<file path="config.mk">
export PLATFORM = sky130hd
export DESIGN_NAME = parallel_port_and_flag_pin_mux
export DESIGN_NICKNAME = d
export VERILOG_FILES = /design/src/hw/flag_pin_cell.v /design/src/hw/parallel_port_and_flag_pin_mux.v
export VERILOG_INCLUDE_DIRS = /design/src /design/src/hw
export SDC_FILE = /design/constraint.sdc
export NUM_CORES = 1
export LEC_CHECK = 0
export ABC_CLOCK_PERIOD_IN_PS = 6700
export BUFFER_PORTS_ARGS = -buffer_cell sky130_fd_sc_hd__buf_2
export CAP_MARGIN = 10
export CORE_MARGIN = 8
export CORE_UTILIZATION = 54
export DETAILED_ROUTE_END_ITERATION = 7
export PLACE_DENSITY_LB_ADDON = 0.08
export RECOVER_POWER = 25
export SLEW_MARGIN = 10
export SYNTH_ARGS = -nofsm -noshare
export SYNTH_HDL_FRONTEND = slang
export SYNTH_SLANG_ARGS = --single-unit
export TNS_END_PERCENT = 50
</file>
<file path="constraint.sdc">
create_clock -name sys_clk_i -period 6.7 [get_ports sys_clk_i]
set_input_delay 1.34 -clock sys_clk_i [delete_from_list [all_inputs] [get_ports sys_clk_i]]
set_output_delay 1.34 -clock sys_clk_i [all_outputs]
set_load 0.1 [all_outputs]
</file>
<file path="src/hw/pin_mux_consts.vh">
// Constants for the parallel port and flag pin multiplexer
`ifndef PIN_MUX_CONSTS_VH
`define PIN_MUX_CONSTS_VH

// System control bit positions
`define SYSTEM_CONTROL_REG_EXT_INTERRUPT_IN0_EN_BIT   16
`define SYSTEM_CONTROL_REG_EXT_INTERRUPT_IN1_EN_BIT   17
`define SYSTEM_CONTROL_REG_EXT_INTERRUPT_IN2_EN_BIT   18
`define SYSTEM_CONTROL_REG_TIMER_EXPIRED_OUT_EN_BIT 19
`define SYSTEM_CONTROL_REG_FLAG_EN_BIT   20
`define SYSTEM_CONTROL_REG_WIDTH         32

// Port widths
`define PAR_PINS_W           16
`define EXT_ADDR_W           24
`define GP_FLAGS_W           4

// Reset values
`define ALE_POL_RESET        1'h1
`define BYTE_MODE_RESET      1'h0

`endif

</file>
<file path="src/hw/flag_pin_cell.v">
// One general-purpose flag pin with its alternate duties
`timescale 1ns/1ns
`default_nettype none
`include "pin_mux_consts.vh"

module flag_pin_cell (
   // Clock and reset
   input  wire sys_clk_i,
   input  wire nrst_i,
   // Selection
   input  wire gp_dir_out_i,
   input  wire gp_value_i,
   input  wire alt_irq_en_i,
   input  wire alt_out_en_i,
   input  wire alt_out_val_i,
   input  wire ss_en_i,
   input  wire ss_val_i,
   // Pin
   input  wire pin_i,
   output reg  pin_o,
   output reg  pin_oe_o,
   // Core side
   output reg  flag_in_o,
   output reg  irq_o
);

   reg sync_a;
   reg sync_b;
   reg next_oe;
   reg next_val;

   // Alternate functions override direction
   always @* begin
      next_oe  = 1'b0;
      next_val = 1'b0;
      if (alt_irq_en_i) begin
         next_oe = 1'b0;
      end else if (alt_out_en_i) begin
         next_oe  = 1'b1;
         next_val = alt_out_val_i;
      end else if (ss_en_i) begin
         next_oe  = 1'b1;
         next_val = ss_val_i;
      end else if (gp_dir_out_i) begin
         next_oe  = 1'b1;
         next_val = gp_value_i;
      end
   end

   always @(posedge sys_clk_i or negedge nrst_i) begin
      if (!nrst_i) begin
         sync_a    <= 1'b0;
         sync_b    <= 1'b0;
         pin_o     <= 1'b0;
         pin_oe_o  <= 1'b0;
         flag_in_o <= 1'b0;
         irq_o     <= 1'b0;
      end else begin
         sync_a    <= pin_i;
         sync_b    <= sync_a;
         pin_o     <= next_val;
         pin_oe_o  <= next_oe;
         flag_in_o <= sync_b;
         irq_o     <= alt_irq_en_i & sync_b;
      end
   end

endmodule // flag_pin_cell
`default_nettype wire

</file>
<file path="src/hw/parallel_port_and_flag_pin_mux.v">
// Parallel address/data port and flag pin multiplexer
// How it works
// - Sixteen pins carry address then data; latch strobe marks the address phase.
// - Byte mode or halfword mode chosen by an input bit.
// - Byte mode: strobe issued when address bits 23..8 change; board latches them.
// - Halfword mode: strobe issued when address bits 15..0 change; board latches them.
// - Flag enable bit 20 with port disabled turns the pins into flags.
// - Read strobe low during reads, high while pins are flags.
// - Write strobe low during writes, high while pins are flags.
// - Latch strobe active high after reset, polarity selectable, idle in flag mode.
// - In reset latch strobe low, read and write strobes high.
// - Each flag pin is input or output by control bits.
// - Any flag pin can drive SPI slave select in master mode.
// - During SPI master boot flag pin zero is the slave select.
// - Control bit 16 makes flag pin zero interrupt input zero.
// - Control bit 17 makes flag pin one interrupt input one.
// - Control bit 18 makes flag pin two interrupt input two.
// - Control bit 19 makes flag pin three drive timer expired.
// - Pins used as inputs feed channel zero of the input data port.
`timescale 1ns/1ns
`default_nettype none
`include "pin_mux_consts.vh"

module parallel_port_and_flag_pin_mux (
   // Clock and reset
   input  wire                       sys_clk_i,
   input  wire                       nrst_i,
   // Configuration
   input  wire [`SYSTEM_CONTROL_REG_WIDTH-1:0]   system_control_reg_i,
   input  wire                       port_enable_i,
   input  wire                       byte_mode_i,
   input  wire                       ale_active_low_i,
   // Transfer request
   input  wire                       req_valid_i,
   input  wire                       req_write_i,
   input  wire [`EXT_ADDR_W-1:0]     req_addr_i,
   input  wire [`PAR_PINS_W-1:0]     req_wdata_i,
   output reg                        req_ready_o,
   output reg                        rdata_valid_o,
   output reg  [`PAR_PINS_W-1:0]     rdata_o,
   // Parallel pins
   input  wire [`PAR_PINS_W-1:0]     par_addr_data_pins_i,
   output reg  [`PAR_PINS_W-1:0]     par_addr_data_pins_o,
   output reg  [`PAR_PINS_W-1:0]     par_addr_data_pins_oe_o,
   output reg                        ale_o,
   output reg                        rd_n_o,
   output reg                        wr_n_o,
   // Port flags
   input  wire [`PAR_PINS_W-1:0]     port_flag_dir_out_i,
   input  wire [`PAR_PINS_W-1:0]     port_flag_value_i,
   output reg  [`PAR_PINS_W-1:0]     port_flag_pins_in_o,
   // Input data port channel 0
   output reg  [`PAR_PINS_W-1:0]     input_data_port_ch0_o,
   // General-purpose flags
   input  wire [`GP_FLAGS_W-1:0]     gp_flag_dir_out_i,
   input  wire [`GP_FLAGS_W-1:0]     gp_flag_value_i,
   input  wire                       spi_master_i,
   input  wire                       spi_boot_i,
   input  wire [`GP_FLAGS_W-1:0]     spi_ss_sel_i,
   input  wire                       spi_ss_n_i,
   input  wire                       timer_expired_i,
   input  wire [`GP_FLAGS_W-1:0]     gp_flag_pins_i,
   output wire [`GP_FLAGS_W-1:0]     gp_flag_pins_o,
   output wire [`GP_FLAGS_W-1:0]     gp_flag_pins_oe_o,
   output wire [`GP_FLAGS_W-1:0]     gp_flag_pins_in_o,
   output reg                        ext_interrupt_in0_o,
   output reg                        ext_interrupt_in1_o,
   output reg                        ext_interrupt_in2_o
);

   // ****************************************************************
   // States
   // ****************************************************************
   localparam [4:0] ST_IDLE = 5'h01;
   localparam [4:0] ST_ADDR = 5'h02;
   localparam [4:0] ST_HOLD = 5'h04;
   localparam [4:0] ST_DATA = 5'h08;
   localparam [4:0] ST_DONE = 5'h10;

   reg  [4:0]              state;
   reg  [4:0]              next_state;
   reg  [`PAR_PINS_W-1:0]  sync_a;
   reg  [`PAR_PINS_W-1:0]  sync_b;
   reg  [`EXT_ADDR_W-1:0]  last_addr;
   reg                     addr_known;
   reg                     cur_write;
   reg  [`EXT_ADDR_W-1:0]  cur_addr;
   reg  [`PAR_PINS_W-1:0]  cur_wdata;
   wire                    flag_mode;
   wire [`GP_FLAGS_W-1:0]  gp_irq;
   wire [`GP_FLAGS_W-1:0]  alt_irq_en;
   wire [`GP_FLAGS_W-1:0]  alt_out_en;
   wire [`GP_FLAGS_W-1:0]  ss_en;

   // Address bits that the board latch holds in this mode: 23..8 in byte mode, 15..0 in halfword mode
   function [`PAR_PINS_W-1:0] latched_part;
      input                    byte_mode;
      input [`EXT_ADDR_W-1:0]  addr;
      begin
         if (byte_mode) begin
            latched_part = addr[`EXT_ADDR_W-1:8];
         end else begin
            latched_part = addr[`PAR_PINS_W-1:0];
         end
      end
   endfunction

   assign flag_mode = system_control_reg_i[`SYSTEM_CONTROL_REG_FLAG_EN_BIT] & ~port_enable_i;

   // ****************************************************************
   // Transfer sequencer
   // ****************************************************************
   // New latch cycle when the latched address part moved or is not yet known; saves a phase
   wire need_ale = ~addr_known |
                   (latched_part(byte_mode_i, req_addr_i) !=
                    latched_part(byte_mode_i, last_addr));

   always @* begin
      next_state = state;
      case (state)
         ST_IDLE: begin
            if (req_valid_i && port_enable_i && !flag_mode) begin
               if (need_ale) begin
                  next_state = ST_ADDR;
               end else begin
                  next_state = ST_DATA;
               end
            end
         end
         ST_ADDR: begin
            next_state = ST_HOLD;
         end
         ST_HOLD: begin
            next_state = ST_DATA;
         end
         ST_DATA: begin
            next_state = ST_DONE;
         end
         ST_DONE: begin
            next_state = ST_IDLE;
         end
         default: begin
            next_state = ST_IDLE;
         end
      endcase
   end

   always @(posedge sys_clk_i or negedge nrst_i) begin
      if (!nrst_i) begin
         state      <= ST_IDLE;
         last_addr  <= {`EXT_ADDR_W{1'b0}};
         addr_known <= 1'b0;
         cur_write  <= 1'b0;
         cur_addr   <= {`EXT_ADDR_W{1'b0}};
         cur_wdata  <= {`PAR_PINS_W{1'b0}};
      end else begin
         state <= next_state;
         if (state == ST_IDLE && next_state != ST_IDLE) begin
            cur_write  <= req_write_i;
            cur_addr   <= req_addr_i;
            cur_wdata  <= req_wdata_i;
            last_addr  <= req_addr_i;
            addr_known <= 1'b1;
         end
         if (flag_mode) begin
            addr_known <= 1'b0;
         end
      end
   end

   // ****************************************************************
   // Pin outputs
   // ****************************************************************
   always @(posedge sys_clk_i or negedge nrst_i) begin
      if (!nrst_i) begin
         sync_a                  <= {`PAR_PINS_W{1'b0}};
         sync_b                  <= {`PAR_PINS_W{1'b0}};
         par_addr_data_pins_o    <= {`PAR_PINS_W{1'b0}};
         par_addr_data_pins_oe_o <= {`PAR_PINS_W{1'b0}};
         ale_o                   <= 1'b0;
         rd_n_o                  <= 1'b1;
         wr_n_o                  <= 1'b1;
         req_ready_o             <= 1'b0;
         rdata_valid_o           <= 1'b0;
         rdata_o                 <= {`PAR_PINS_W{1'b0}};
         port_flag_pins_in_o     <= {`PAR_PINS_W{1'b0}};
         input_data_port_ch0_o   <= {`PAR_PINS_W{1'b0}};
         ext_interrupt_in0_o     <= 1'b0;
         ext_interrupt_in1_o     <= 1'b0;
         ext_interrupt_in2_o     <= 1'b0;
      end else begin
         sync_a <= par_addr_data_pins_i;
         sync_b <= sync_a;
         req_ready_o   <= (next_state == ST_IDLE) & port_enable_i & ~flag_mode;
         rdata_valid_o <= 1'b0;
         // Strobe idles at the inactive level of the chosen polarity
         ale_o  <= ale_active_low_i;
         rd_n_o <= 1'b1;
         wr_n_o <= 1'b1;
         if (flag_mode) begin
            ale_o                   <= ale_active_low_i;
            par_addr_data_pins_o    <= port_flag_value_i;
            par_addr_data_pins_oe_o <= port_flag_dir_out_i;
         end else begin
            case (next_state)
               ST_ADDR: begin
                  par_addr_data_pins_o    <= latched_part(byte_mode_i, req_addr_i);
                  par_addr_data_pins_oe_o <= {`PAR_PINS_W{1'b1}};
                  ale_o                   <= ~ale_active_low_i;
               end
               ST_HOLD: begin
                  par_addr_data_pins_oe_o <= {`PAR_PINS_W{1'b1}};
               end
               ST_DATA, ST_DONE: begin
                  par_addr_data_pins_o    <= cur_wdata;
                  par_addr_data_pins_oe_o <= {`PAR_PINS_W{cur_write}};
                  if (state == ST_IDLE) begin
                     par_addr_data_pins_o    <= req_wdata_i;
                     par_addr_data_pins_oe_o <= {`PAR_PINS_W{req_write_i}};
                  end
                  if (next_state == ST_DATA) begin
                     rd_n_o <= (state == ST_IDLE) ? req_write_i : cur_write;
                     wr_n_o <= (state == ST_IDLE) ? ~req_write_i : ~cur_write;
                  end
               end
               default: begin
                  par_addr_data_pins_oe_o <= {`PAR_PINS_W{1'b0}};
               end
            endcase
         end
         // Sample read data at end of strobe; byte mode uses low lane
         if (state == ST_DATA && !cur_write) begin
            rdata_valid_o <= 1'b1;
            rdata_o <= byte_mode_i ? {8'h00, sync_b[7:0]} : sync_b;
         end
         port_flag_pins_in_o   <= sync_b;
         input_data_port_ch0_o <= sync_b;
         ext_interrupt_in0_o   <= gp_irq[0];
         ext_interrupt_in1_o   <= gp_irq[1];
         ext_interrupt_in2_o   <= gp_irq[2];
      end
   end

   // ****************************************************************
   // General-purpose flag pins
   // ****************************************************************
   assign alt_irq_en = {1'b0,
                        system_control_reg_i[`SYSTEM_CONTROL_REG_EXT_INTERRUPT_IN2_EN_BIT],
                        system_control_reg_i[`SYSTEM_CONTROL_REG_EXT_INTERRUPT_IN1_EN_BIT],
                        system_control_reg_i[`SYSTEM_CONTROL_REG_EXT_INTERRUPT_IN0_EN_BIT]};
   assign alt_out_en = {system_control_reg_i[`SYSTEM_CONTROL_REG_TIMER_EXPIRED_OUT_EN_BIT], 3'h0};
   // Boot forces flag pin zero as select regardless of the selection
   assign ss_en = spi_boot_i ? 4'h1 : (spi_master_i ? spi_ss_sel_i : 4'h0);

   genvar g;
   generate
      for (g = 0; g < `GP_FLAGS_W; g = g + 1) begin : gp_flag
         flag_pin_cell u_cell (
            .sys_clk_i     (sys_clk_i),
            .nrst_i        (nrst_i),
            .gp_dir_out_i  (gp_flag_dir_out_i[g]),
            .gp_value_i    (gp_flag_value_i[g]),
            .alt_irq_en_i  (alt_irq_en[g]),
            .alt_out_en_i  (alt_out_en[g]),
            .alt_out_val_i (timer_expired_i),
            .ss_en_i       (ss_en[g]),
            .ss_val_i      (spi_ss_n_i),
            .pin_i         (gp_flag_pins_i[g]),
            .pin_o         (gp_flag_pins_o[g]),
            .pin_oe_o      (gp_flag_pins_oe_o[g]),
            .flag_in_o     (gp_flag_pins_in_o[g]),
            .irq_o         (gp_irq[g])
         );
      end
   endgenerate

endmodule // parallel_port_and_flag_pin_mux
`default_nettype wire

</file>
==> impl_metrics.py, run 1 <==
metrics = {
    "outcome": {
        "outcome": "finished clean",
    },
    "cts": {
        "cts_tree": "yes",
        "h-tree-depth": 4,
        "root_buffer": "clkbuf_16",
        "numCtsBuffers": 17,
        "cts_hold_buffers": 0,
        "cts_setup_buffers": 0,
        "cts_sinks": 174,
        "cts_buffer_depth": 2,
        "clock_latency_ns": 0.42,
        "cts-resized-gates": 0,
        "clk_pin_slew_worst_paths_ns": 0.07,
    },
    "logic_synthesis": {
        "synth_area_leaders": "dfrtp_1 (61%), nand2_1 (9.8%), a21o_1 (3.3%), buf_4 (3.1%), mux2i_1 (2.7%)",
        "yosysSeqAreaShare_pct": 62.0,
        "yosysMostFrequentCell": "nand2_1",
        "synth_commonest_cells": "nand2_1 (184), dfrtp_1 (171), a21o_1 (31)",
        "synth-edff-count": 0,
        "synth_top_cell_by_area": "dfrtp_1",
        "yosys_register_bits": 174,
        "synth_area_mm2": 0.00703,
        "synth_nets": 792,
        "syn_inst": 645,
        "ys_types": 49,
        "avgSynthCellArea_um2": 10.9,
        "synthFlopType": "dfrtp_1",
        "synth_top_area_share_pct": 60.8,
        "ys_warn_count": 0,
        "async_flop_share_pct": 100,
    },
    "die": {
        "coreArea_mm2": 0.0127,
        "ios": 247,
        "dieWidth_um": 130,
        "die-area_mm2": 0.0169,
        "die_h_um": 130,
        "start_util_pct": 55.5,
        "placementRows": 41,
    },
    "detailed_routing": {
        "routed_via_density": 5.33,
        "drt_first_pass_iters": 5,
        "drc": 0,
        "drt_wl_total_mm": 18.2,
        "dr_total_vias": 5405,
        "drtIter0Drc": 449,
        "drtAntennaViolNets": 0,
        "wl_per_cell_um": 18.0,
    },
    "run": {
        "maxCapViolations": 0,
    },
    "critical_path": {
        "arrival_ns": 4.29,
        "path_common_cell": "and3_1",
        "path_max_fanout": 44,
        "r2r_slack_ns": 2.76,
        "startpoint_type": "flop",
        "max_stage_delay_ns": 0.83,
        "critPathKind": "reg2reg",
        "cp_slowest_cell": "nor3b_4",
        "cp_cell_sequence": "or3_1 > nor3b_4 > and3_1 > buf_4 > nor2_1 > nand4bb_1 > and3_1 > a31oi_1",
        "reg2regPathDepth": 8,
        "crit_required_ns": 7.04,
        "end_kind": "flop",
    },
    "sta": {
        "max-slew-margin-rel_pct": 35.9,
        "finalCriticalPeriod_ns": 3.94,
        "setup_viol": 0,
        "hold_ws_ns": 0.344,
        "worstMarginPinSlew_ns": 0.961,
        "fin_setup_tns_ns": 0,
        "finClkSkew_ns": 0.00826,
        "report.final.slew_viol_count": 0,
        "rsz0062_at_grt": "false",
        "fmax_mhz": 254,
        "min_period_over_period_pct": 58.9,
        "finalHoldViolations": 0,
    },
    "final_layout": {
        "layoutNonFillerInstCount": 1014,
        "fin_nets": 976,
        "synthToLayoutAreaGrowth_pct": 23.7,
        "utilization_pct": 68.7,
        "antenna_cells": 0,
        "drive_gt1_share_pct": 31.2,
        "fin_area_mm2": 0.00870,
    },
    "min_path": {
        "hp-class": "reg2reg",
        "min_path_cells": 0,
    },
    "place": {
        "placed_area_mm2": 0.00806,
        "place_congestion": 0.840,
        "dpl.cell_count": 982,
        "dp.final_hpwl_mm": 12.8,
        "io_buffers": 219,
    },
    "global_routing": {
        "grt_first_pass_wirelength_mm": 28.9,
        "grtUsageTotal_pct": 22.2,
        "grt_pass1_vias": 5703,
        "antenna_found_initial": 0,
        "overflow": 0,
        "grt_start_max_net_pins": 105,
    },
    "power_and_ir_drop": {
        "powerDensity_mw_per_mm2": 358,
        "ir_worst_vdd_v": 0.000227,
        "total_leakage_power_nw": 4.67,
    },
}
==> logic make-up (layout without fill, tap and decap cells) <==
kind of cell | Yosys count | count (layout) | share of synthesized area [%]
and+or+nand+nor | 248 | 248 | 15.4
DFF | 174 | 174 | 62.0
AOI/OAI and AO/OA | 117 | 117 | 12.5
buffers and inverters | 72 | 269 | 5.59
muxes | 19 | 19 | 2.70
xor gates and xnor gates | 15 | 15 | 1.87
==> worst max-delay path, delay by kind of cell, from the launching register on <==
family / cells / cell delay (ns)
DFF: 1 / 0.42
and+or+nand+nor: 6 / 2.85
AOI/OAI and AO/OA: 1 / 0.14
buffers and inverters: 1 / 0.43
==> flip-flops by register name (all words and copies together), names as in the netlist, 3 cells and up <==
name                      flops
sync_b                       16
par_addr_data_pins_oe_o      16
gp_flag.u_cell.irq_o          3
cur_wdata                    16
gp_flag.u_cell.pin_o          4
sync_a                       16
gp_flag.u_cell.pin_oe_o       4
input_data_port_ch0_o        16
gp_flag.u_cell.flag_in_o      4
rdata_o                      16
par_addr_data_pins_o         16
gp_flag.u_cell.sync_b         4
last_addr                    24
gp_flag.u_cell.sync_a         4
state                         5
==> report_power, final <==
part | leakage (nW) | internal (mW) | switching, mW
Sequential | 2.10 | 1.17 | 0.0664
Combinational | 2.26 | 0.177 | 0.625
Clock | 0.318 | 0.641 | 0.433
Total | 4.67 | 1.99 | 1.12
==> final cells by class <==
class / count / area (µm²)
clock inverters: 14 / 220
fillers: 1012 / 3970
inverters: 11 / 41.3
repair buffers: 226 / 1150
flip-flops and latches: 174 / 4360
well taps: 172 / 215
clock buffers: 18 / 429
multi-input cells: 399 / 2290
==> layout by cell type (no fill, tap or decap), drive strengths merged, types with 2 or more instances in the layout <==
master,netlist,layout
xor2,4,4
o2111a,7,7
o221ai,3,3
nand2b,9,9
o21ai,9,9
and3,2,2
clkinv,0,2
or3,3,3
a22oi,17,17
bufinv,0,4
dfrtp,171,171
nor2,9,9
a21o,31,31
inv,11,19
nor3,6,6
and2,4,4
nand2,184,184
nor2b,7,7
a31oi,9,9
o2111ai,10,10
mux2i,19,19
nor3b,4,4
a21boi,14,14
buf,36,222
nand3,14,14
dfstp,3,3
clkbuf,25,22
a21oi,9,9
xnor2,11,11
==> through the flow <==
| stage | total power, mW | setup WS, ns |
|---|---|---|
| after global routing | 3.25 | 2.53 |
| after floorplan | 1.88 | 3.59 |
| after CTS | 3.14 | 2.81 |
| after global placement | 2.05 | 2.62 |
| after detailed placement | 2.06 | 2.61 |
| final | 3.12 | 2.76 |
==> routing by layer <==
layer  wire (µm)  GRT usage, %
met2        9440          38.6
met5           0             0
met1        6880          25.3
met3        1470          6.04
met4         416          9.02
==> final timing paths <==
kind                             from                 endpoint
setup / recovery             state[2]  par_addr_data_pins_o[5]
hold / removal             sync_a[14]               sync_b[14]
setup reg to reg             state[2]  par_addr_data_pins_o[5]
hold reg to reg            sync_a[14]               sync_b[14]
max in group asynchronous      nrst_i             cur_wdata[2]
min in group asynchronous      nrst_i  gp_flag[3].u_cell.pin_o
No activity file was read; power rests on OpenSTA's default activity.
==> run 2, diff against run 1 <==
ABC_CLOCK_PERIOD_IN_PS = 3700   (was 6700)
CORE_UTILIZATION = 50   (was 54)
clock period = 3.7 ns   (was 6.7 ns; I/O delays follow)
==> run 2 against run 1 <==
The run now ends with capacitance limit, slew limit left. Worst setup slack got worse by 1.8 ns. Clock skew rose by 0.0056 ns. Via count fell by 0.94%. Critical path type unchanged. Largest power group unchanged. Highest routed layer is now met5.
==> impl_metrics.py, run 2 (synthesis results as in run 1) <==
metrics = {
    "place": {
        "io_buffers": 219,
        "preCtsSetupSlack_ns": 0.768,
        "dp.final_hpwl_mm": 13.2,
        "place_congestion": 0.876,
    },
    "die": {
        "dieWidth_um": 135,
        "die_h_um": 135,
        "coreArea_mm2": 0.0138,
        "die-area_mm2": 0.0181,
        "start_util_pct": 50.9,
        "ios": 247,
        "placementRows": 43,
    },
    "cts": {
        "clock_latency_ns": 0.42,
        "cts_tree": "yes",
        "cts_sinks": 174,
        "h-tree-depth": 4,
        "clk_pin_slew_worst_paths_ns": 0.07,
        "root_buffer": "clkbuf_16",
        "numCtsBuffers": 17,
        "cts-resized-gates": 0,
        "cts_buffer_depth": 2,
        "cts_setup_buffers": 0,
        "cts_hold_buffers": 0,
    },
    "global_routing": {
        "antenna_found_initial": 1,
        "grtUsageTotal_pct": 20.1,
        "grt_start_max_net_pins": 84,
        "grt_pass1_vias": 5623,
        "grt_first_pass_wirelength_mm": 28.8,
        "overflow": 0,
    },
    "final_layout": {
        "final_common_cell": "buf_2",
        "utilization_pct": 63.1,
        "regMostFlops": "last_addr",
        "synthToLayoutAreaGrowth_pct": 24.0,
        "mostFrequentLayoutCells": "buf_2 (213), nand2_1 (184), dfrtp_1 (171)",
        "regArea_mm2": 0.00436,
        "multi_input_area_mm2": 0.00229,
        "largest_register_ffs": 24,
        "drive_gt1_share_pct": 32.0,
        "n_fill_cell": 1192,
        "fin_nets": 984,
    },
    "detailed_routing": {
        "drtIter0Drc": 463,
        "drtAntennaViolNets": 0,
        "wl_per_cell_um": 17.4,
        "drc": 0,
        "drt_wl_total_mm": 17.9,
        "routed_via_density": 5.19,
        "dr_total_vias": 5354,
        "drt_first_pass_iters": 5,
    },
    "critical_path": {
        "r2r-start": "state[2]",
        "critPathKind": "reg2reg",
        "end_kind": "flop",
        "crit_required_ns": 4.06,
        "timing.rr.end": "par_addr_data_pins_oe_o[14]",
        "startpoint_type": "flop",
        "reg2regPathDepth": 7,
        "arrival_ns": 3.08,
        "r2r_slack_ns": 0.98,
        "path_max_fanout": 60,
        "cp-startpoint": "state[2]",
    },
    "power_and_ir_drop": {
        "power_frac_comb_pct": 26.7,
        "internal_power_mw": 3.43,
        "p_switching_mw": 2.03,
        "p_total_mw": 5.46,
        "p_sw_share_pct": 37.2,
        "seqPwrFrac_pct": 41.1,
        "powerDensity_mw_per_mm2": 626,
        "total_leakage_power_nw": 4.67,
        "ir_worst_vdd_v": 0.000287,
        "clkPwrFrac_pct": 32.1,
    },
    "sta": {
        "report.final.slew_viol_count": 83,
        "finClkSkew_ns": 0.0138,
        "fmax_mhz": 368,
        "final.setup.worst_slack_ns": 0.983,
        "max-slew-margin-rel_pct": -38.5,
        "finalHoldViolations": 0,
        "rsz0062_at_grt": "false",
        "worstMarginPinSlew_ns": 2.08,
        "setup_viol": 0,
        "finalCriticalPeriod_ns": 2.72,
        "min_period_over_period_pct": 73.4,
        "fin_setup_tns_ns": 0,
    },
    "min_path": {
        "holdCritStartpoint": "sync_a[4]",
        "hp-class": "reg2reg",
        "min_path_cells": 0,
        "whs_endpoint": "sync_b[4]",
    },
    "outcome": {
        "violations": "capacitance limit, slew limit",
        "outcome": "finished, violations left",
    },
    "run": {
        "maxCapViolations": 1,
    },
}
## run 2: changes by cell type in the layout (fill, tap and decap cells not counted), moves of 2 or more
cell / change
inv_8: +2
clkinvlp_4: +4
buf_4: +7
and2_0: -2
inv_6: -2
bufinv_16: -3
and2_1: +2
## run 2: worst max-delay path, cell delays in order (launching register included)
cell and delay, ns:
dfrtp_1 0.41, or3_4 0.42, nor3b_4 0.23, buf_4 0.28, nand3_2 0.11, buf_4 0.33
o221ai_2 0.70, a21o_1 0.15
## run 2: per-layer routing
| metal | vias up | share of wire (%) | GRT usage (%) |
|---|---|---|---|
| met5 | - | 0.056 | 0 |
| met4 | 2 | 1.9 | 8.73 |
| met3 | 25 | 7.5 | 5.42 |
| met2 | 207 | 51 | 33.7 |
| met1 | 2587 | 40 | 23.9 |
| li1 | 2533 | - | - |
## run 2: worst max path at each step
stage | cells past startpoint | endpoint | slack (ns)
2_1_floorplan | 9 | par_addr_data_pins_o[14] | 1.19
3_3_place_gp | 9 | par_addr_data_pins_o[11] | 0.81
3_5_place_dp | 9 | par_addr_data_pins_o[5] | 0.77
4_1_cts | 7 | par_addr_data_pins_oe_o[13] | 0.93
5_1_grt | 7 | par_addr_data_pins_oe_o[5] | 0.72
6_report | 7 | par_addr_data_pins_oe_o[14] | 0.98
## run 2: power by group through the flow
stage          combinational [mW]  sequential [mW]  clock, mW
6_report                     1.46             2.24       1.75
5_1_grt                      1.55             2.27       1.86
3_5_place_dp                 1.47             2.28          0
3_3_place_gp                 1.45             2.27          0
4_1_cts                      1.47             2.25       1.79
2_1_floorplan               0.534             2.87          0
## run 2: area by class of cell
| class | instances | area share, % |
|---|---|---|
| timing repair buffer | 234 | 13.9 |
| multi-input combinational | 399 | 26.3 |
| inverter | 11 | 0.473 |
| sequential | 174 | 50.0 |
| clock buffer | 18 | 5.04 |
| tap | 180 | 2.58 |
| antenna | 1 | 0.0287 |
| clock inverter | 14 | 1.71 |
## run 2: through the flow
step	hold WS, ns	cells	cell area (µm²)
after floorplan	0.331	645	7030
after global placement	0.332	998	8140
after detailed placement	0.335	998	8140
after CTS	0.347	1030	8730
after global routing	0.346	1030	8720
final	0.342	1031	8720
==> run 3, diff against run 2 <==
ABC_AREA = 1   (was unset)
ABC_CLOCK_PERIOD_IN_PS = 2300   (was 3700)
CORE_UTILIZATION = 46   (was 50)
clock period = 2.3 ns   (was 3.7 ns; I/O delays follow)
==> run 3 against run 2 <==
The run now ends clean. Sequential power grew 83%. Sequential share of layout area decreased by 3.5 points. Sequential cell count unchanged. Wire length up 2.3%. Total power grew 110%. Hold slack worse by 0.20 ns. First-iteration DRC count is 21% lower. Largest cell class unchanged. Non-clock buffer count rose by 29. Count of clock-buffer cells in the layout shrank 1. Final area increased by 7.6%.
==> impl_metrics.py, run 3 <==
metrics = {
    "critical_path": {
        "startpoint_type": "primary input",
        "path_buf_inv": 4,
        "cp_slowest_cell": "buf_4",
        "arrival_ns": 2.33,
        "path_max_fanout": 39,
        "worst_path_dominant_cell_family": "simple AND/OR/NAND/NOR gates",
        "timing.rr.end": "par_addr_data_pins_o[2]",
        "reg2regPathDepth": 14,
        "r2r_slack_ns": 0.36,
        "r2r-start": "last_addr[8]",
        "path_common_cell": "nand2_1",
        "critPathKind": "in2reg",
        "max_stage_delay_ns": 0.23,
        "cp_cell_sequence": "buf_2 > buf_12 > o21ai_0 > nand2_1 > nand2_1 > nor2_1 > nand2_1 > nor2_2 > buf_4 > nand4_4 > nand3_4 > buf_4 > nand2_1 > nand3_1 > nand2_1 > nand2_1",
        "crit_required_ns": 2.66,
        "end_kind": "flop",
    },
    "power_and_ir_drop": {
        "total_leakage_power_nw": 5.19,
        "ir_worst_vdd_v": 0.000720,
        "powerDensity_mw_per_mm2": 1230,
    },
    "final_layout": {
        "fin_nets": 1220,
        "antenna_cells": 0,
        "regMostFlops": "last_addr",
        "drive_gt1_share_pct": 29.0,
        "largest_register_ffs": 24,
        "final_common_cell": "nand2_1",
        "synthToLayoutAreaGrowth_pct": 26.3,
        "mostFrequentLayoutCells": "nand2_1 (329), buf_2 (215), dfrtp_1 (171)",
    },
    "die": {
        "dieWidth_um": 143,
        "coreArea_mm2": 0.0158,
        "die-area_mm2": 0.0205,
        "start_util_pct": 46.9,
        "placementRows": 46,
        "die_h_um": 143,
        "ios": 247,
    },
    "sta": {
        "max-slew-margin-rel_pct": 17.2,
        "setup_viol": 0,
        "hold_ws_ns": 0.138,
        "fin_setup_tns_ns": 0,
        "min_period_over_period_pct": 85.4,
        "worstMarginPinSlew_ns": 1.24,
        "finalCriticalPeriod_ns": 1.96,
        "rsz0062_at_grt": "false",
        "finalHoldViolations": 0,
        "finClkSkew_ns": 0.0107,
        "final.setup.worst_slack_ns": 0.335,
        "report.final.slew_viol_count": 0,
        "fmax_mhz": 509,
    },
    "detailed_routing": {
        "wl_per_cell_um": 14.1,
        "drc": 0,
        "m1WireLength_mm": 8.28,
        "drt_first_pass_iters": 5,
        "drt_wl_total_mm": 18.3,
        "drtIter0Drc": 366,
        "dr_total_vias": 6010,
        "wl_met3_mm": 1.43,
        "wl_met2_mm": 8.38,
        "routed_via_density": 4.62,
        "maxUsedRoutingLayer": "met4",
        "drtAntennaViolNets": 0,
    },
    "logic_synthesis": {
        "synth-edff-count": 0,
        "yosysMostFrequentCell": "nand2_1",
        "synth_area_leaders": "dfrtp_1 (58%), nand2_1 (17%), o21ai_0 (4.6%), buf_4 (3.4%), inv_1 (3.4%)",
        "synth_nets": 1002,
        "synth_area_mm2": 0.00743,
        "synth_commonest_cells": "nand2_1 (329), dfrtp_1 (171), inv_1 (68), o21ai_0 (68), nor2_1 (54)",
        "syn_inst": 855,
        "yosys_register_bits": 174,
        "async_flop_share_pct": 100,
        "synthFlopType": "dfrtp_1",
        "avgSynthCellArea_um2": 8.69,
        "ys_types": 30,
        "synth_top_cell_by_area": "dfrtp_1",
        "synth_top_area_share_pct": 57.6,
        "ys_warn_count": 0,
        "yosysSeqAreaShare_pct": 58.7,
    },
    "place": {
        "preCtsSetupSlack_ns": -0.142,
        "dp.final_hpwl_mm": 13.9,
        "place_congestion": 0.819,
        "io_buffers": 219,
    },
    "cts": {
        "cts_sinks": 174,
        "h-tree-depth": 4,
        "numCtsBuffers": 17,
        "cts_buffer_depth": 2,
        "cts_tree": "yes",
        "root_buffer": "clkbuf_16",
        "clk_pin_slew_worst_paths_ns": 0.07,
        "clock_latency_ns": 0.42,
    },
    "global_routing": {
        "grt_start_max_net_pins": 48,
        "grtUsageTotal_pct": 18.4,
        "grt_pass1_vias": 5872,
        "grt_first_pass_wirelength_mm": 29.4,
        "antenna_found_initial": 0,
        "overflow": 0,
    },
    "min_path": {
        "whs_endpoint": "sync_a[7]",
        "holdCritStartpoint": "par_addr_data_pins_i[7]",
        "hp-class": "in2reg",
        "min_path_cells": 1,
    },
    "outcome": {
        "outcome": "finished clean",
    },
    "run": {
        "maxCapViolations": 0,
    },
}
-- run 3: cell types whose count changed after synthesis, moves of 19 or more --
cell	before	now
a21o_1	31	0
nand2_1	184	329
nor2_1	9	54
nand3_1	13	37
mux2i_1	19	0
o21ai_0	9	68
inv_1	10	68
-- run 3: worst max-delay path by stage --
stage / from / endpoint / slack (ns) / cells after the start
2_1_floorplan: byte_mode_i / par_addr_data_pins_o[1] / 0.21 / 19
3_3_place_gp: byte_mode_i / par_addr_data_pins_o[2] / -0.13 / 18
3_5_place_dp: byte_mode_i / par_addr_data_pins_o[2] / -0.14 / 18
4_1_cts: byte_mode_i / par_addr_data_pins_o[2] / 0.30 / 18
5_1_grt: byte_mode_i / par_addr_data_pins_o[2] / 0.007 / 18
6_report: byte_mode_i / par_addr_data_pins_o[2] / 0.34 / 16
-- run 3: power breakdown --
| group | switching (mW) | internal, mW |
|---|---|---|
| combinational | 3.66 | 0.953 |
| sequential | 0.334 | 3.76 |
| clock | 1.31 | 1.55 |
| total | 5.30 | 6.27 |
-- run 3: layer usage --
metal	global-route usage, %	vias up
met5	0	-
met4	5.87	0
met3	5.21	19
met2	28.3	171
met1	24.5	2742
li1	-	3078
-- run 3: cell type report --
class | count | area [µm²]
Tap cell | 216 | 270
Inverter | 73 | 279
Timing Repair Buffer | 263 | 1500
Sequential cell | 174 | 4360
Multi-Input combinational cell | 544 | 2380
Fill cell | 1491 | 6440
Clock buffer | 17 | 425
Clock inverter | 15 | 170
-- run 3: cells by family after synthesis --
logic type,count (synthesis),share of synthesized area [%]
mux,8,1.21
compound gates,81,5.57
buf+inv,137,9.26
simple gates,452,24.9
xor+xnor,3,0.354
flops,174,58.7
-- run 3: repair_timing --
item | in CTS | in global routing
endpoints found under the hold margin | 42 | 0
gates resized for setup | 0 | 1
setup buffers | 0 | 0
endpoints found under the setup margin | 0 | 1
hold buffers | 1 | 0
-- run 3: worst reg2reg max path, delay by kind of cell, from the launching register on --
| family | cells | cell delay [ns] |
|---|---|---|
| DFF | 1 | 0.36 |
| buffers and inverters | 3 | 0.47 |
| and+or+nand+nor | 10 | 0.94 |
| AOI/OAI and AO/OA | 1 | 0.10 |
-- run 3: metrics by stage --
stage | utilization, % | instances | area [µm²] | power [mW]
after CTS | 59.4 | 1302 | 9390 | 11.7
after global routing | 59.3 | 1302 | 9390 | 12.2
after detailed placement | 55.5 | 1269 | 8790 | 8.80
after floorplan | - | 855 | 7430 | 7.81
after global placement | 55.5 | 1269 | 8790 | 8.74
final | 59.3 | 1302 | 9390 | 11.6
